[config.mk]
export PLATFORM = sky130hd
export DESIGN_NAME = fpu_error_pin_signaling
export DESIGN_NICKNAME = d
export VERILOG_FILES = /design/src/core/exc_classifier.v /design/src/core/fpu_error_pin_signaling.v
export VERILOG_INCLUDE_DIRS = /design/src /design/src/core
export SDC_FILE = /design/constraint.sdc
export NUM_CORES = 1
export LEC_CHECK = 0
export ABC_AREA = 1
export ABC_CLOCK_PERIOD_IN_PS = 2200
export BUFFER_PORTS_ARGS = -buffer_cell sky130_fd_sc_hd__buf_2
export CORE_ASPECT_RATIO = 1.1
export CORE_MARGIN = 2
export CORE_UTILIZATION = 31
export DETAILED_ROUTE_END_ITERATION = 10
export PLACE_DENSITY_LB_ADDON = 0.15
export SYNTH_ARGS = -nofsm -noshare
export SYNTH_HDL_FRONTEND = slang
export SYNTH_SLANG_ARGS = --single-unit
[constraint.sdc]
create_clock -name mclk -period 2.2 [get_ports mclk]
set_input_delay 0.44 -clock mclk [delete_from_list [all_inputs] [get_ports mclk]]
set_output_delay 0.44 -clock mclk [all_outputs]
set_load 0.1 [all_outputs]
[src/core/fpu_error_defines.vh]
/*
 Constants for the numeric error reporting block: exception class bit
 positions, instruction kinds and pulse/window timing counts.
 Assumes a 10 MHz core clock (mclk).
*/
`ifndef FPU_ERROR_DEFINES_VH
`define FPU_ERROR_DEFINES_VH

// Exception class bit positions within the six-bit exception vector
`define EXC_INVALID      3'd0
`define EXC_ZERO_DIVIDE  3'd1
`define EXC_DENORMAL     3'd2
`define EXC_OVERFLOW     3'd3
`define EXC_UNDERFLOW    3'd4
`define EXC_INEXACT      3'd5
`define EXC_COUNT        6

// Instruction kinds presented on instr_kind
`define KIND_WAIT        2'h0
`define KIND_FPU         2'h1
`define KIND_NOWAIT      2'h2

// Timing
`define CLK_PERIOD_NS    100
`define PULSE_MIN_NS     100
`define PULSE_CYCLES     ((`PULSE_MIN_NS + `CLK_PERIOD_NS - 1) / `CLK_PERIOD_NS)
`define WINDOW_CYCLES    3

`endif

[src/core/exc_classifier.v]
/*
 Classifies raw exception detections of one floating-point instruction into
 the six classes and gates them with the control-word masks.
 Assumes inputs come from logic on the same clock.
*/
`timescale 1ns/1ns
`include "fpu_error_defines.vh"

module exc_classifier (
   input  wire       stack_fault_exc,
   input  wire       arith_invalid_exc,
   input  wire [4:0] other_exc,
   input  wire [5:0] exc_mask,
   output wire [5:0] exc_class,
   output wire       unmasked_any
);

   // Invalid merges both subtypes; the rest map one to one
   assign exc_class    = {other_exc, stack_fault_exc | arith_invalid_exc}; // RULE13
   assign unmasked_any = |(exc_class & ~exc_mask);

endmodule // exc_classifier

[src/core/fpu_error_pin_signaling.v]
/*
 Compatibility-mode numeric error reporting: error output pin, freeze at
 wait/floating-point instructions, no-wait brief pulse and interrupt window.
 Assumes an instruction sequencer on mclk issues instr_start pulses and
 waits on instr_stall; pins ignore_numeric_error_in and maskable_irq_in are
 asynchronous and synchronised here.
*/
// What this block and its external logic do
// RULE1: No-wait raises error output when exception pending
// RULE2: No-wait then drops error output, continues
// RULE3: Every instruction samples interrupts in window; an all-immediate no-wait goes straight to ST_RUN without one
// RULE4: No-wait window opens after error raise
// RULE5: Late interrupt taken at next boundary
// RULE6: Deferred exception raises output at next instruction
// RULE7: No pulse when cleared; no change when high
// RULE8: All-immediate variant raises output on detection
// RULE9: Pending exception freezes next wait/fpu instruction
// RULE10: Frozen until handler clears exception state
// RULE11: All-immediate: no-wait has no sampling window
// RULE12: Interrupt input ignored while flag cleared
// RULE13: Six exception classes with invalid subtypes
// RULE14: External logic latches even brief pulses
// RULE15: Active only while native report bit clear
// RULE16: Ignore-error input suppresses output and freeze
// RULE17: Clearing exception drops error output
// RULE18: External logic clears request, sets ignore
// RULE19: External logic drops ignore when output low
// RULE20: Brief pulse lasts at least one cycle
`timescale 1ns/1ns
`include "fpu_error_defines.vh"

module fpu_error_pin_signaling (
   input  wire       mclk,
   input  wire       reset,
   input  wire       all_immediate_mode,
   input  wire       native_error_report_bit,
   input  wire       irq_enable_flag,
   input  wire       maskable_irq_in,
   input  wire       ignore_numeric_error_in,
   input  wire       instr_start,
   input  wire [1:0] instr_kind,
   input  wire       instr_done,
   input  wire       exc_detect,
   input  wire       exc_immediate,
   input  wire       stack_fault_exc,
   input  wire       arith_invalid_exc,
   input  wire [4:0] other_exc,
   input  wire [5:0] exc_mask,
   input  wire       exc_clear,
   output reg        fpu_error_out,
   output wire       instr_stall,
   output reg        irq_take,
   output reg  [5:0] exc_status
);

   localparam ST_IDLE   = 4'b0001;
   localparam ST_PULSE  = 4'b0010;
   localparam ST_WINDOW = 4'b0100;
   localparam ST_RUN    = 4'b1000;

   // Window of three cycles lets a no-wait catch the request its own pulse raised
   localparam integer PULSE_LOAD  = `PULSE_CYCLES - 1;
   localparam integer WINDOW_LOAD = `WINDOW_CYCLES - 1;

   ////////////////////////////////////////////////////////////////////////////
   // Pin synchronisers
   reg        irq_meta_ff;
   reg        irq_sync_ff;
   reg        ign_meta_ff;
   reg        ign_sync_ff;

   always @(posedge mclk) begin
      if (reset) begin
         irq_meta_ff <= 1'b0;
         irq_sync_ff <= 1'b0;
         ign_meta_ff <= 1'b1;
         ign_sync_ff <= 1'b1;
      end else begin
         irq_meta_ff <= maskable_irq_in;
         irq_sync_ff <= irq_meta_ff;
         ign_meta_ff <= ignore_numeric_error_in;
         ign_sync_ff <= ign_meta_ff;
      end
   end

   // Pin is active low; ign_sync_ff high means not ignoring
   wire ignoring = ~ign_sync_ff;
   wire compat   = ~native_error_report_bit; // RULE15
   wire irq_seen = irq_sync_ff & irq_enable_flag; // RULE12

   ////////////////////////////////////////////////////////////////////////////
   // Exception classification
   wire [5:0] exc_class;
   wire       unmasked_any;

   exc_classifier u_classifier (
      .stack_fault_exc   (stack_fault_exc),
      .arith_invalid_exc (arith_invalid_exc),
      .other_exc         (other_exc),
      .exc_mask          (exc_mask),
      .exc_class         (exc_class),
      .unmasked_any      (unmasked_any)
   );

   ////////////////////////////////////////////////////////////////////////////
   // Pending exception state
   reg        pending_ff;
   reg        reported_ff;
   reg        nxt_pending;
   reg        nxt_reported;
   reg  [5:0] nxt_status;
   wire       new_exc   = exc_detect & unmasked_any;
   wire       report_now = all_immediate_mode | exc_immediate; // RULE8
   // Reaching a wait or fpu instruction reports a deferred exception even if it freezes there
   wire       fpu_start = instr_start & ((instr_kind == `KIND_FPU) | (instr_kind == `KIND_WAIT));

   always @* begin
      nxt_pending  = pending_ff;
      nxt_reported = reported_ff;
      nxt_status   = exc_status;
      if (exc_clear) begin
         nxt_pending  = 1'b0; // RULE17
         nxt_reported = 1'b0;
         nxt_status   = 6'h00;
      end
      // Detection wins over a clear in the same cycle
      if (exc_detect) begin
         nxt_status = nxt_status | exc_class; // RULE13
      end
      if (new_exc) begin
         nxt_pending  = 1'b1;
         nxt_reported = report_now; // RULE8
      end else if (pending_ff & ~exc_clear & fpu_start) begin
         nxt_reported = 1'b1; // RULE6
      end
   end

   always @(posedge mclk) begin
      if (reset) begin
         pending_ff  <= 1'b0;
         reported_ff <= 1'b0;
         exc_status  <= 6'h00;
      end else begin
         pending_ff  <= nxt_pending;
         reported_ff <= nxt_reported;
         exc_status  <= nxt_status;
      end
   end

   ////////////////////////////////////////////////////////////////////////////
   // Instruction sequencing: no-wait pulse and interrupt window
   reg  [3:0] state_ff;
   reg  [3:0] nxt_state;
   reg  [1:0] cnt_ff;
   reg  [1:0] nxt_cnt;
   reg        nxt_pulse;
   reg        nxt_irq_take;
   reg        late_irq_ff;
   reg        nxt_late_irq;

   // Freeze: blocked on wait/fpu while an unignored exception is pending
   wire block_kind = (instr_kind == `KIND_WAIT) | (instr_kind == `KIND_FPU);
   assign instr_stall = instr_start & block_kind & compat & pending_ff
                        & ~ignoring & (state_ff == ST_IDLE); // RULE9 RULE10

   always @* begin
      nxt_state     = state_ff;
      nxt_cnt       = cnt_ff;
      nxt_pulse     = 1'b0;
      nxt_irq_take  = 1'b0;
      nxt_late_irq  = late_irq_ff;
      case (state_ff)
         ST_IDLE: begin
            // Boundary: a missed request, or the one a frozen start waits for, is taken here
            if ((late_irq_ff | instr_stall) & irq_seen) begin
               nxt_irq_take = 1'b1; // RULE5 RULE10
               nxt_late_irq = 1'b0;
            end else if (instr_start & ~instr_stall) begin
               if ((instr_kind == `KIND_NOWAIT) & compat & pending_ff & ~ignoring
                   & ~all_immediate_mode & ~reported_ff & ~exc_clear) begin
                  nxt_pulse = 1'b1; // RULE1 RULE7
                  nxt_cnt   = PULSE_LOAD[1:0];
                  nxt_state = ST_PULSE;
               end else if ((instr_kind == `KIND_NOWAIT) & all_immediate_mode) begin
                  nxt_state = ST_RUN; // RULE11
               end else begin
                  nxt_cnt   = WINDOW_LOAD[1:0];
                  nxt_state = ST_WINDOW;
               end
            end
         end
         ST_PULSE: begin
            // Hold the pulse its minimum width, then open the window
            if (cnt_ff != 2'h0) begin
               nxt_pulse = 1'b1; // RULE20
               nxt_cnt   = cnt_ff - 2'h1;
            end else begin
               nxt_cnt   = WINDOW_LOAD[1:0];
               nxt_state = ST_WINDOW; // RULE4 RULE2
            end
         end
         ST_WINDOW: begin
            if (irq_seen) begin
               nxt_irq_take = 1'b1; // RULE3
               nxt_state    = ST_RUN;
            end else if (cnt_ff == 2'h0) begin
               nxt_state = ST_RUN;
            end else begin
               nxt_cnt = cnt_ff - 2'h1;
            end
         end
         ST_RUN: begin
            if (irq_seen) begin
               nxt_late_irq = 1'b1; // RULE5
            end
            if (instr_done) begin
               nxt_state = ST_IDLE;
            end
         end
         default: begin
            nxt_state = ST_IDLE;
         end
      endcase
   end

   always @(posedge mclk) begin
      if (reset) begin
         state_ff     <= ST_IDLE;
         cnt_ff       <= 2'h0;
         irq_take     <= 1'b0;
         late_irq_ff  <= 1'b0;
      end else begin
         state_ff     <= nxt_state;
         cnt_ff       <= nxt_cnt;
         irq_take     <= nxt_irq_take;
         late_irq_ff  <= nxt_late_irq;
      end
   end

   ////////////////////////////////////////////////////////////////////////////
   // Error output: steady report or no-wait pulse; ignoring blocks a raise but never drops
   // a raised output, else the outside ignore flop, cleared by a low output, would oscillate
   always @(posedge mclk) begin
      if (reset) begin
         fpu_error_out <= 1'b0;
      end else begin
         fpu_error_out <= compat & ((nxt_pending & nxt_reported & (fpu_error_out | ~ignoring))
                          | (nxt_pulse & ~ignoring)); // RULE16 RULE6 RULE17
      end
   end

endmodule // fpu_error_pin_signaling

Word level (Yosys, flattened, before mapping)

Cells that the tools add are included.

Output and inout bits: 9
Input port bits: 27
Register bits after elaboration: 21
Word-level logic and storage cells: 109

$add $sub $neg: 1
Reduce and logical (&&, ||, !) cells: 9
Bitwise logic cells: 36
Multiplexer cells: 35
Equal/unequal tests: 16

Operators by type and width:

| kind               | number |
|---|---|
| $mux 4             | 8 |
| $and 1x1->1        | 22 |
| $pmux 4 s4         | 1 |
| $mux 2             | 7 |
| $mux 1             | 13 |
| $mux 6             | 2 |
| $ne 2x2->1 const B | 6 |
| $and 6x6->6        | 1 |
| $ne 3x3->1 const B | 2 |
| $not 6->6          | 1 |
| $or 1x1->1         | 6 |
| $or 6x6->6         | 1 |
| $pmux 1 s2         | 3 |
| $pmux 2 s3         | 1 |
| $reduce_and 6->1   | 1 |
| $reduce_or 6->1    | 1 |
| $not 1->1          | 5 |
| $reduce_and 5->1   | 1 |
| $eq 4x1->1 const B | 1 |
| $eq 4x2->1 const B | 1 |
| $eq 4x3->1 const B | 1 |
| $eq 4x4->1 const B | 1 |
| $logic_not 2->1    | 2 |
| $ne 2x1->1 const B | 2 |
| 6 further kinds    | 7 |

Depth between registers and ports, before layout

Gate-level depths: netlist (run 1).

Depth after elaboration: 15
Mapped depth: 11
Gate-level depth less buffers: 11

Modules after synthesis

Synthesis (run 1) repeated with hierarchy kept, for this count alone.

Cells, all modules: 180
Area, all modules: 1186.1 µm²

By module, submodules not included:

| module                  | sequential area each (µm²) | cells each | times used | area each (µm²) |
|---|---|---|---|---|
| fpu_error_pin_signaling | 420.4                      | 157        | 1          | 1078.5 |
| exc_classifier          | 0.0                        | 23         | 1          | 107.6 |

Worst setup path before layout (run 1)

No wires, ideal clock.

Path type: flip-flop to output port
Start point: register state_ff[2]
End point: output port instr_stall
Cell stages (with the launch flop): 4
Arrival time: 2.688 ns
Path slack: -0.928 ns
Data required time: 1.760 ns
Path buffers: 0
Cells stage by stage: dfxtp_1 -> nor2_2 -> nand3_1 -> nor3_1

Cells in the longest elaborated chain, start to end: 2

RTL lines:

| item                   | RTL line                      | RTL |
|---|---|---|
| from (decl)            | fpu_error_pin_signaling.v:152 | `reg [3:0] state_ff;` |
| from (signal assigned) | fpu_error_pin_signaling.v:233 | `state_ff <= nxt_state;` |
| $eq 4x1->1             | fpu_error_pin_signaling.v:164 | `& ~ignoring & (state_ff == ST_IDLE);` |
| $and 1x1->1            | fpu_error_pin_signaling.v:164 |  |
| to (decl)              | fpu_error_pin_signaling.v:51  | `output wire instr_stall,` |

No other way between the ends.

Worst setup path after layout (run 1)

Same ends and word-level chain as after synthesis.

==> summary.txt, run 1 <==
Power and ir drop
  – Internal power: 0.721 mW
  – Switching Share: 41.6%
  – Comb pwr share: 41.6%
  – Clock power share: 21.2%
  – Leakage: 0.749 nW
  – PD cells: 860 mW/mm^2
  – PnR Total Power: 1.23 mW
  – Register share of total power: 37.2%
  – Psw: 0.513 mW
  – VDD IR max: 0.362 mV

Logic synthesis
  – Mapped Area: 0.00115 mm^2
  – Synth Instances: 175
  – Top-count cell post-synth: nand2_1
  – Yosys warnings: 0
  – Post-synthesis sequential area ratio: 36.6%
  – Top cells by area, synth: dfxtp_1, nand2_1, nor2_1, inv_1, a21oi_1
  – Post-synth top area share: 36.6%
  – Yosys top cell by area: dfxtp_1
  – Post-Synth Adder-Cell Area: 2.18%
  – Mux share of post-synthesis cell area: 0%
  – Commonest cells post-synth: nand2_1, nor2_1, inv_1
  – Largest family of logic cells by synthesized area: simple AND/OR/NAND/NOR gates
  – Syn avg cell area: 6.57 um^2
  – Post-Syn Nets: 204
  – Synth cell types: 21
  – Post-synthesis async set-or-reset flop share: 0%
  – Post-synth EDFFs: 0
  – Yosys reg bits: 21
  – Xor/xnor share of the synthesized area: 0%
  – Synth Area in Compound Gates: 9.36%
  – Simple-gate area share of the yosys netlist: 41.8%
  – Top_reg_cell synth: dfxtp_1

Cells and area
  – Number of diodes: 0
  – Fin util: 39.9%
  – Regs by FF count: exc_status (6), state_ff (4), cnt_ff (2)
  – Nets@finish: 242
  – Share of cells above drive strength 1: 27.8%
  – Fin cells: 262
  – Largest register FFs: 6
  – Post-Layout Inst Area: 0.00143 mm^2
  – # fillers: 404
  – Reg with most FFs: exc_status
  – P&R area growth vs syn: 24.7%

Critical path
  – Cell Chain, Critical Path: nor2_2 -> nand3_1 -> nor3_4 -> buf_2
  – WP buf/inv: 1
  – CP arrival: 1.66 ns
  – Slowest-stage cell, CP: buf_2
  – Worst Setup Start Kind: flip-flop
  – Crit. End Element: primary output
  – Stages on worst setup path: 4
  – Max incr delay on CP: 0.44 ns
  – Internal reg-to-reg setup slack: 0.70 ns
  – Worst setup path start: state_ff[2]
  – WS Path Type: flip-flop to primary output
  – Worst endpoint required time: 1.76 ns
  – Reg2reg end: cnt_ff[0]
  – Worst-path maximum fanout: 5
  – Delay-heaviest family, CP: simple AND/OR/NAND/NOR gates
  – Cell depth of the worst flop-to-flop path: 7
  – FF-to-FF Start: state_ff[2]

Clocking
  – # resized after CTS: 0
  – Root Driver: clkbuf_8
  – TritonCTS clock tree: done
  – CTS Buf Count: 3
  – Worst-path clk slew: 0.08 ns
  – CTS sink cnt: 21
  – H-Tree Depth: 1
  – Post CTS Setup Buffer Count: 0
  – Worst-Skew Late Latency: 0.27 ns
  – Hold-fix buffers at CTS: 0
  – Longest Clk Path Bufs: 2

STA
  – Worst setup margin: 0.0966 ns
  – Slew Viols, Final: 0
  – Final setup fails: 0
  – Final hold vios: 0
  – Period utilization: 95.6%
  – Fin Setup TNS: 0 ns
  – Setup Skew: 0.000900 ns
  – Final hold slack: 0.347 ns
  – Tmin final: 2.10 ns
  – Fmax: 475 MHz
  – Measured slew at the worst slew-check pin: 0.489 ns
  – Slew margin rel.: 67.6%
  – Unrepaired setup endpoints after global routing: no

Die
  – Chip height: 67.9 um
  – Initial core utilization: 32.0%
  – Rows: 23
  – Die width: 62.1 um
  – Core Footprint: 0.00360 mm^2
  – Num ports: 36
  – Die area: 0.00421 mm^2

Placed design
  – Cells after DPL: 258
  – Port Buf Inserts: 35
  – Placed Area: 0.00139 mm^2
  – Post-Place Setup Slack: 0.373 ns
  – GPL Wtd Cong: 0.816
  – Post-DP HPWL: 2070 um

Drt
  – Iter 0 DRT Violations: 43
  – Final ANT Viol Nets: 0
  – DRC violations left: 0
  – Drt pass-1 iters: 4
  – Vias per cell: 4.32
  – Routed WL: 2580 um
  – Vias: 1132
  – Routed length per instance: 9.84 um

Hold path
  – Hold path depth: 2
  – Hold Crit Endpoint: ign_meta_ff
  – Worst min path class: input pin to flip-flop
  – HP Start: ignore_numeric_error_in

Global route
  – Initial antenna violation count: 0
  – Global-route wire length before repair: 4130 um
  – Largest net degree at the start of global routing: 18
  – Vias in the first global route: 972
  – Global Route Usage Sum: 13.5%
  – Overflow after GRT: 0

Outcome
  – Status: completed

Run
  – Maximum capacitance violations: 0
==> worst reg2reg max path, cell delays in order, from the launching register on <==
cell     delay (ns)
dfxtp_1        0.33
nor2_2         0.19
nand3_1        0.26
nor2_1         0.30
nor2_4         0.07
nand3_2        0.10
nand2_1        0.07
a21oi_2        0.12
==> routing by layer <==
metal | GRT usage [%] | part of all wire, % | vias to the layer above
li1 | - | - | 621
met1 | 18.1 | 49 | 477
met2 | 20.1 | 43 | 29
met3 | 3.21 | 6.1 | 5
met4 | 6.38 | 2.2 | 0
met5 | 0 | 0 | -
==> worst max-delay path by stage <==
stage | to | slack, ns
floorplan | instr_stall | 0.31
global placement | instr_stall | 0.37
detailed placement | instr_stall | 0.37
CTS | instr_stall | 0.09
global route | instr_stall | 0.02
finish | instr_stall | 0.1
==> placed cells by master, fill, tap and decap left out <==
cell type / synthesis / routed
nor2_2: 3 / 3
inv_2: 1 / 1
nor3_1: 2 / 1
nor2_1: 26 / 26
nand3_1: 11 / 11
nor3_4: 1 / 2
buf_4: 0 / 1
nor2_4: 3 / 3
nand4_1: 3 / 3
ha_1: 2 / 2
nand3_2: 2 / 2
a21oi_2: 1 / 1
or2_2: 2 / 2
o21ai_0: 2 / 2
dfxtp_1: 21 / 21
nand2_2: 4 / 4
a31o_2: 1 / 1
nand2_1: 46 / 46
clkbuf_8: 0 / 3
clkinv_2: 0 / 1
buf_2: 0 / 35
a21oi_1: 16 / 16
inv_1: 25 / 25
==> final cells by class <==
type	instances	area [um^2]	share of cell area (%)
timing repair buffer	36	183	12.7
multi-input combinational	125	624	43.5
tap	50	62.6	4.36
clock buffer	3	41.3	2.88
sequential	21	420	29.3
clock inverter	1	5.00	0.349
inverter	26	97.6	6.81
==> cell families after synthesis <==
| logic type | count (synthesis) |
|---|---|
| adders and majority gates | 2 |
| AOI/OAI and AO/OA | 20 |
| and+or+nand+nor | 103 |
| buffers and inverters | 29 |
| DFF | 21 |
==> power groups by stage <==
stage / Combinational [mW] / Clock (mW) / Sequential (mW)
6_report: 0.513 / 0.262 / 0.458
5_1_grt: 0.572 / 0.285 / 0.464
4_1_cts: 0.519 / 0.274 / 0.459
3_5_place_dp: 0.517 / 0 / 0.467
3_3_place_gp: 0.519 / 0 / 0.466
2_1_floorplan: 0.368 / 0 / 0.513
Note: power is estimated with default switching activity, not from simulation.
==> run 2: changes to the inputs <==
- PLACE_DENSITY: unset -> 0.59
- PLACE_DENSITY_LB_ADDON: 0.15 -> unset
==> summary.txt, run 2 (synthesis gave the netlist of run 1 again) <==
Critical path
  – Worst-path maximum fanout: 5 (unchanged)
  – FF-to-FF Start: state_ff[2] (unchanged)
  – Worst endpoint required time: 1.76 ns (about the same)
  – Max incr delay on CP: 0.35 ns (was 0.44 ns)
  – Slowest-stage cell, CP: clkbuf_4 (was buf_2)
  – Cell Chain, Critical Path: nor2_2 -> nand3_1 -> nor3_4 -> clkbuf_4 (was nor2_2 -> nand3_1 -> nor3_4 -> buf_2)
  – CP arrival: 1.54 ns (was 1.66 ns)
  – Worst setup path start: state_ff[2] (unchanged)
  – Crit. End Element: primary output (unchanged)
  – WS Path Type: flip-flop to primary output (unchanged)
  – Worst Setup Start Kind: flip-flop (unchanged)

STA
  – Period utilization: 90.2% (was 95.6%)
  – Setup Skew: 0.00266 ns (was 0.000900 ns)
  – Tmin final: 1.98 ns (was 2.10 ns)
  – Final hold vios: 0 (unchanged)
  – Fin Setup TNS: 0 ns (unchanged)
  – Measured slew at the worst slew-check pin: 0.492 ns (was 0.489 ns)
  – Unrepaired setup endpoints after global routing: no (unchanged)
  – Slew Viols, Final: 0 (unchanged)
  – Final hold slack: 0.354 ns (was 0.347 ns)
  – Final setup fails: 0 (unchanged)
  – Slew margin rel.: 67.4% (was 67.6%)
  – Fmax: 504 MHz (was 475 MHz)

Global route
  – Global Route Usage Sum: 14.4% (was 13.5%)
  – Vias in the first global route: 1084 (was 972)
  – Global Route met2 Usage: 23.2% (was 20.1%)
  – M3 GR Usage: 2.27% (was 3.21%)
  – Largest net degree at the start of global routing: 18 (unchanged)
  – GRT met1 Usage: 18.8% (was 18.1%)
  – Busiest grt layer: met2 (unchanged)
  – Initial antenna violation count: 0 (unchanged)
  – Global-route wire length before repair: 4530 um (was 4130 um)
  – Overflow after GRT: 0 (unchanged)

Clocking
  – Worst-path clk slew: 0.08 ns (about the same)
  – CTS sink cnt: 21 (unchanged)
  – CTS Buf Count: 3 (unchanged)
  – H-Tree Depth: 1 (unchanged)
  – Longest Clk Path Bufs: 2 (unchanged)
  – Hold-fix buffers at CTS: 0 (unchanged)
  – Root Driver: clkbuf_8 (unchanged)
  – Worst-Skew Late Latency: 0.26 ns (was 0.27 ns)
  – TritonCTS clock tree: done (unchanged)

Placed design
  – Post-DP HPWL: 2070 um (about the same)
  – Cells after DPL: 257 (was 258)
  – GPL Wtd Cong: 0.797 (was 0.816)
  – Port Buf Inserts: 35 (unchanged)

Die
  – Core Footprint: 0.00360 mm^2 (unchanged)
  – Initial core utilization: 32.0% (unchanged)
  – Die area: 0.00421 mm^2 (unchanged)
  – Num ports: 36 (unchanged)
  – Chip height: 67.9 um (unchanged)
  – Rows: 23 (unchanged)
  – Die width: 62.1 um (unchanged)

Power and ir drop
  – Internal power: 0.720 mW (was 0.721 mW)
  – VDD IR max: 0.329 mV (was 0.362 mV)
  – Switching Share: 41.4% (was 41.6%)
  – Register share of total power: 37.3% (was 37.2%)
  – Psw: 0.509 mW (was 0.513 mW)
  – Clock power share: 21.0% (was 21.2%)
  – PD cells: 860 mW/mm^2 (about the same)
  – Leakage: 0.744 nW (was 0.749 nW)
  – Comb pwr share: 41.6% (about the same)

Hold path
  – Worst min path class: input pin to flip-flop (unchanged)
  – HP Start: ignore_numeric_error_in (unchanged)

Drt
  – Routed length per instance: 9.76 um (was 9.84 um)
  – Routed WL: 2550 um (was 2580 um)
  – Vias: 1162 (was 1132)
  – Final ANT Viol Nets: 0 (unchanged)
  – Drt pass-1 iters: 4 (unchanged)
  – Vias per cell: 4.45 (was 4.32)
  – Iter 0 DRT Violations: 30 (was 43)
  – DRC violations left: 0 (unchanged)

Cells and area
  – P&R area growth vs syn: 24.3% (was 24.7%)
  – Largest register FFs: 6 (unchanged)
  – Fin util: 39.7% (was 39.9%)
  – Share of cells above drive strength 1: 27.5% (was 27.8%)
  – # fillers: 431 (was 404)
  – Leading cell type in the layout, fill and taps excluded: nand2_1 (unchanged)
  – Most frequent cells in the layout: nand2_1, buf_2, nor2_1, inv_1, dfxtp_1 (unchanged)
  – Fin cells: 261 (was 262)
  – Nets@finish: 241 (was 242)
  – Regs by FF count: exc_status (6), state_ff (4), cnt_ff (2) (unchanged)
  – Number of diodes: 0 (unchanged)
  – Reg with most FFs: exc_status (unchanged)

Outcome
  – Status: completed (unchanged)

Run
  – Maximum capacitance violations: 0 (unchanged)
## run 2: changes by cell type in the layout (fill, tap and decap cells not counted)
cell      change
buf_2         -1
buf_4         -1
clkbuf_4      +1
## run 2: cell type report
| type | instances | area [um^2] | area share [%] |
|---|---|---|---|
| flip-flops and latches | 21 | 420 | 29.4 |
| clock inverters | 1 | 5.00 | 0.350 |
| multi-input cells | 125 | 624 | 43.7 |
| inverters | 26 | 97.6 | 6.83 |
| repair buffers | 35 | 178 | 12.4 |
| well taps | 50 | 62.6 | 4.38 |
| clock buffers | 3 | 41.3 | 2.89 |
## run 2: worst paths after layout
path | to | slack [ns] | cells past startpoint
hold reg to reg | irq_sync_ff | 0.41 | 2
hold / removal | ign_meta_ff | 0.35 | 2
setup / recovery | instr_stall | 0.22 | 4
setup reg to reg | cnt_ff[0] | 0.72 | 7
## run 2: per-stage QoR
step                worst slack, ns  total power, mW  area, um^2
floorplan                     0.309            0.881        1160
global placement              0.401            0.982        1380
detailed placement            0.370            0.983        1380
CTS                           0.102             1.24        1430
global route                 0.0433             1.35        1430
finish                        0.216             1.23        1430
## run 2: layer usage
layer / vias to the layer above / routed length (um)
li1: 614 / -
met1: 508 / 1170
met2: 35 / 1210
met3: 5 / 113
met4: 0 / 55
met5: - / 0
## run 2: critical path, delay by kind of cell (launching register included)
family,cells,cell delay [ns]
simple gates,3,0.59
buf+inv,1,0.35
flops,1,0.34
## run 2: timing repair
item | CTS | global route
buffers inserted | 0 | 0
gates resized for setup | 0 | 1
setup endpoints to repair | 0 | 1
## run 2: power by group through the flow
stage | combinational (mW) | sequential, mW | clock, mW
floorplan | 0.368 | 0.513 | 0
global placement | 0.517 | 0.465 | 0
detailed placement | 0.516 | 0.467 | 0
CTS | 0.516 | 0.459 | 0.270
global route | 0.588 | 0.468 | 0.292
finish | 0.512 | 0.458 | 0.259
==> run 3: changes to the inputs <==
- RECOVER_POWER: unset -> 25
- SKIP_LAST_GASP: unset -> 1
==> summary.txt, run 3 (synthesis gave the netlist of run 1 again) <==
Cells and area
  – Most frequent cells in the layout: nand2_1, buf_2, nor2_1, inv_1, dfxtp_1 (unchanged)
  – Fin util: 39.7% (about the same)
  – Number of diodes: 0 (unchanged)
  – Post-Layout Inst Area: 0.00143 mm^2 (about the same)
  – Nets@finish: 241 (unchanged)
  – Share of cells above drive strength 1: 27.0% (was 27.5%)
  – Regs by FF count: exc_status (6), state_ff (4), cnt_ff (2) (unchanged)
  – Leading cell type in the layout, fill and taps excluded: nand2_1 (unchanged)
  – Reg with most FFs: exc_status (unchanged)
  – P&R area growth vs syn: 24.2% (was 24.3%)
  – Fin cells: 261 (unchanged)
  – Largest register FFs: 6 (unchanged)

Critical path
  – Worst Setup Start Kind: flip-flop (unchanged)
  – Crit. End Element: primary output (unchanged)
  – WP buf/inv: 1 (unchanged)
  – Cell Chain, Critical Path: nor2_2 -> nand3_1 -> nor3_4 -> clkbuf_4 (unchanged)
  – CP arrival: 1.54 ns (about the same)
  – WS Path Type: flip-flop to primary output (unchanged)
  – Max incr delay on CP: 0.35 ns (about the same)
  – Slowest-stage cell, CP: clkbuf_4 (unchanged)
  – Worst-path maximum fanout: 5 (unchanged)
  – Worst endpoint required time: 1.76 ns (about the same)
  – Delay-heaviest family, CP: simple AND/OR/NAND/NOR gates (unchanged)

Die
  – Die width: 62.1 um (unchanged)
  – Die area: 0.00421 mm^2 (unchanged)
  – Num ports: 36 (unchanged)
  – Chip height: 67.9 um (unchanged)
  – Initial core utilization: 32.0% (unchanged)
  – Core Footprint: 0.00360 mm^2 (unchanged)
  – Rows: 23 (unchanged)

Drt
  – Routed length per instance: 9.77 um (was 9.76 um)
  – Final ANT Viol Nets: 0 (unchanged)
  – Iter 0 DRT Violations: 30 (unchanged)
  – Met3 WL post-DR: 113 um (unchanged)
  – Routed WL: 2550 um (about the same)
  – Drt pass-1 iters: 4 (unchanged)
  – M1 WL: 1170 um (about the same)
  – Vias per cell: 4.44 (was 4.45)
  – Vias: 1160 (was 1162)
  – DR WL met2: 1210 um (about the same)
  – Top sig layer: met4 (unchanged)
  – DRC violations left: 0 (unchanged)

Clocking
  – Root Driver: clkbuf_8 (unchanged)
  – H-Tree Depth: 1 (unchanged)
  – Worst-Skew Late Latency: 0.26 ns (about the same)
  – Post CTS Setup Buffer Count: 0 (unchanged)
  – TritonCTS clock tree: done (unchanged)
  – Longest Clk Path Bufs: 2 (unchanged)
  – CTS sink cnt: 21 (unchanged)
  – Worst-path clk slew: 0.08 ns (about the same)
  – CTS Buf Count: 3 (unchanged)

STA
  – Tmin final: 1.98 ns (about the same)
  – Period utilization: 90.2% (about the same)
  – Slew margin rel.: 46.6% (was 67.4%)
  – Final hold vios: 0 (unchanged)
  – Final setup fails: 0 (unchanged)
  – Measured slew at the worst slew-check pin: 0.801 ns (was 0.492 ns)
  – Fin Setup TNS: 0 ns (unchanged)
  – Unrepaired setup endpoints after global routing: no (unchanged)
  – Setup Skew: 0.00254 ns (was 0.00266 ns)
  – Slew Viols, Final: 0 (unchanged)
  – Fmax: 504 MHz (about the same)

Placed design
  – GPL Wtd Cong: 0.797 (unchanged)
  – Placed Area: 0.00138 mm^2 (unchanged)
  – Port Buf Inserts: 35 (unchanged)
  – Cells after DPL: 257 (unchanged)
  – Post-DP HPWL: 2070 um (unchanged)

Run
  – Maximum capacitance violations: 0 (unchanged)

Global route
  – Global Route Usage Sum: 14.4% (unchanged)
  – Initial antenna violation count: 0 (unchanged)
  – Largest net degree at the start of global routing: 18 (unchanged)
  – Overflow after GRT: 0 (unchanged)
  – Vias in the first global route: 1084 (unchanged)
  – Global-route wire length before repair: 4530 um (unchanged)

Power and ir drop
  – Internal power: 0.720 mW (about the same)
  – Register share of total power: 37.3% (about the same)
  – VDD IR max: 0.329 mV (about the same)
  – PD cells: 861 mW/mm^2 (was 860 mW/mm^2)
  – Clock power share: 21.0% (about the same)
  – Comb pwr share: 41.7% (was 41.6%)
  – Leakage: 0.741 nW (was 0.744 nW)
  – Switching Share: 41.4% (about the same)
  – Psw: 0.509 mW (about the same)
  – PnR Total Power: 1.23 mW (about the same)

Hold path
  – Worst min path class: input pin to flip-flop (unchanged)

Outcome
  – Status: completed (unchanged)
## run 3: area by class of cell
| type | count | area, um^2 |
|---|---|---|
| fillers | 429 | 2170 |
| multi-input cells | 125 | 624 |
| flip-flops and latches | 21 | 420 |
| repair buffers | 35 | 176 |
| inverters | 26 | 97.6 |
| well taps | 50 | 62.6 |
| clock buffers | 3 | 41.3 |
| clock inverters | 1 | 5.00 |
## run 3: power groups by stage
stage | clock network, mW | logic (mW) | registers (mW)
2_1_floorplan | 0 | 0.368 | 0.513
3_3_place_gp | 0 | 0.517 | 0.465
3_5_place_dp | 0 | 0.516 | 0.467
4_1_cts | 0.270 | 0.516 | 0.459
5_1_grt | 0.292 | 0.588 | 0.469
6_report | 0.259 | 0.512 | 0.458
## run 3: metrics by stage
stage / hold WS, ns / worst slack, ns
4_1_cts: 0.348 / 0.102
3_3_place_gp: 0.390 / 0.401
3_5_place_dp: 0.395 / 0.370
5_1_grt: 0.353 / 0.0433
6_report: 0.354 / 0.216
2_1_floorplan: 0.388 / 0.309
## run 3: final timing paths
path                      startpoint     endpoint  slack (ns)  cells after the start
min reg2reg              irq_meta_ff  irq_sync_ff        0.41                      2
max                      state_ff[2]  instr_stall        0.22                      4
min          ignore_numeric_error_in  ign_meta_ff        0.35                      2
max reg2reg              state_ff[2]    cnt_ff[0]        0.71                      7
## run 3: repair_timing
| action | in CTS | in global routing |
|---|---|---|
| gates resized for setup | 0 | 1 |
| setup endpoints to repair | 0 | 1 |
| hold buffers | 0 | 0 |
## run 3: per-layer routing
layer | vias up | GRT usage (%)
met3 | 5 | 2.27
met4 | 0 | 6.38
met5 | - | 0
met2 | 35 | 23.2
li1 | 614 | -
met1 | 506 | 18.8
## run 3: worst reg2reg max path: stages, from the launching register on
cell and delay (ns):
dfxtp_1 0.34, nor2_2 0.19, nand3_1 0.23, nor2_1 0.31, nor2_4 0.07, nand3_2 0.10, nand2_1 0.07, a21oi_2 0.12
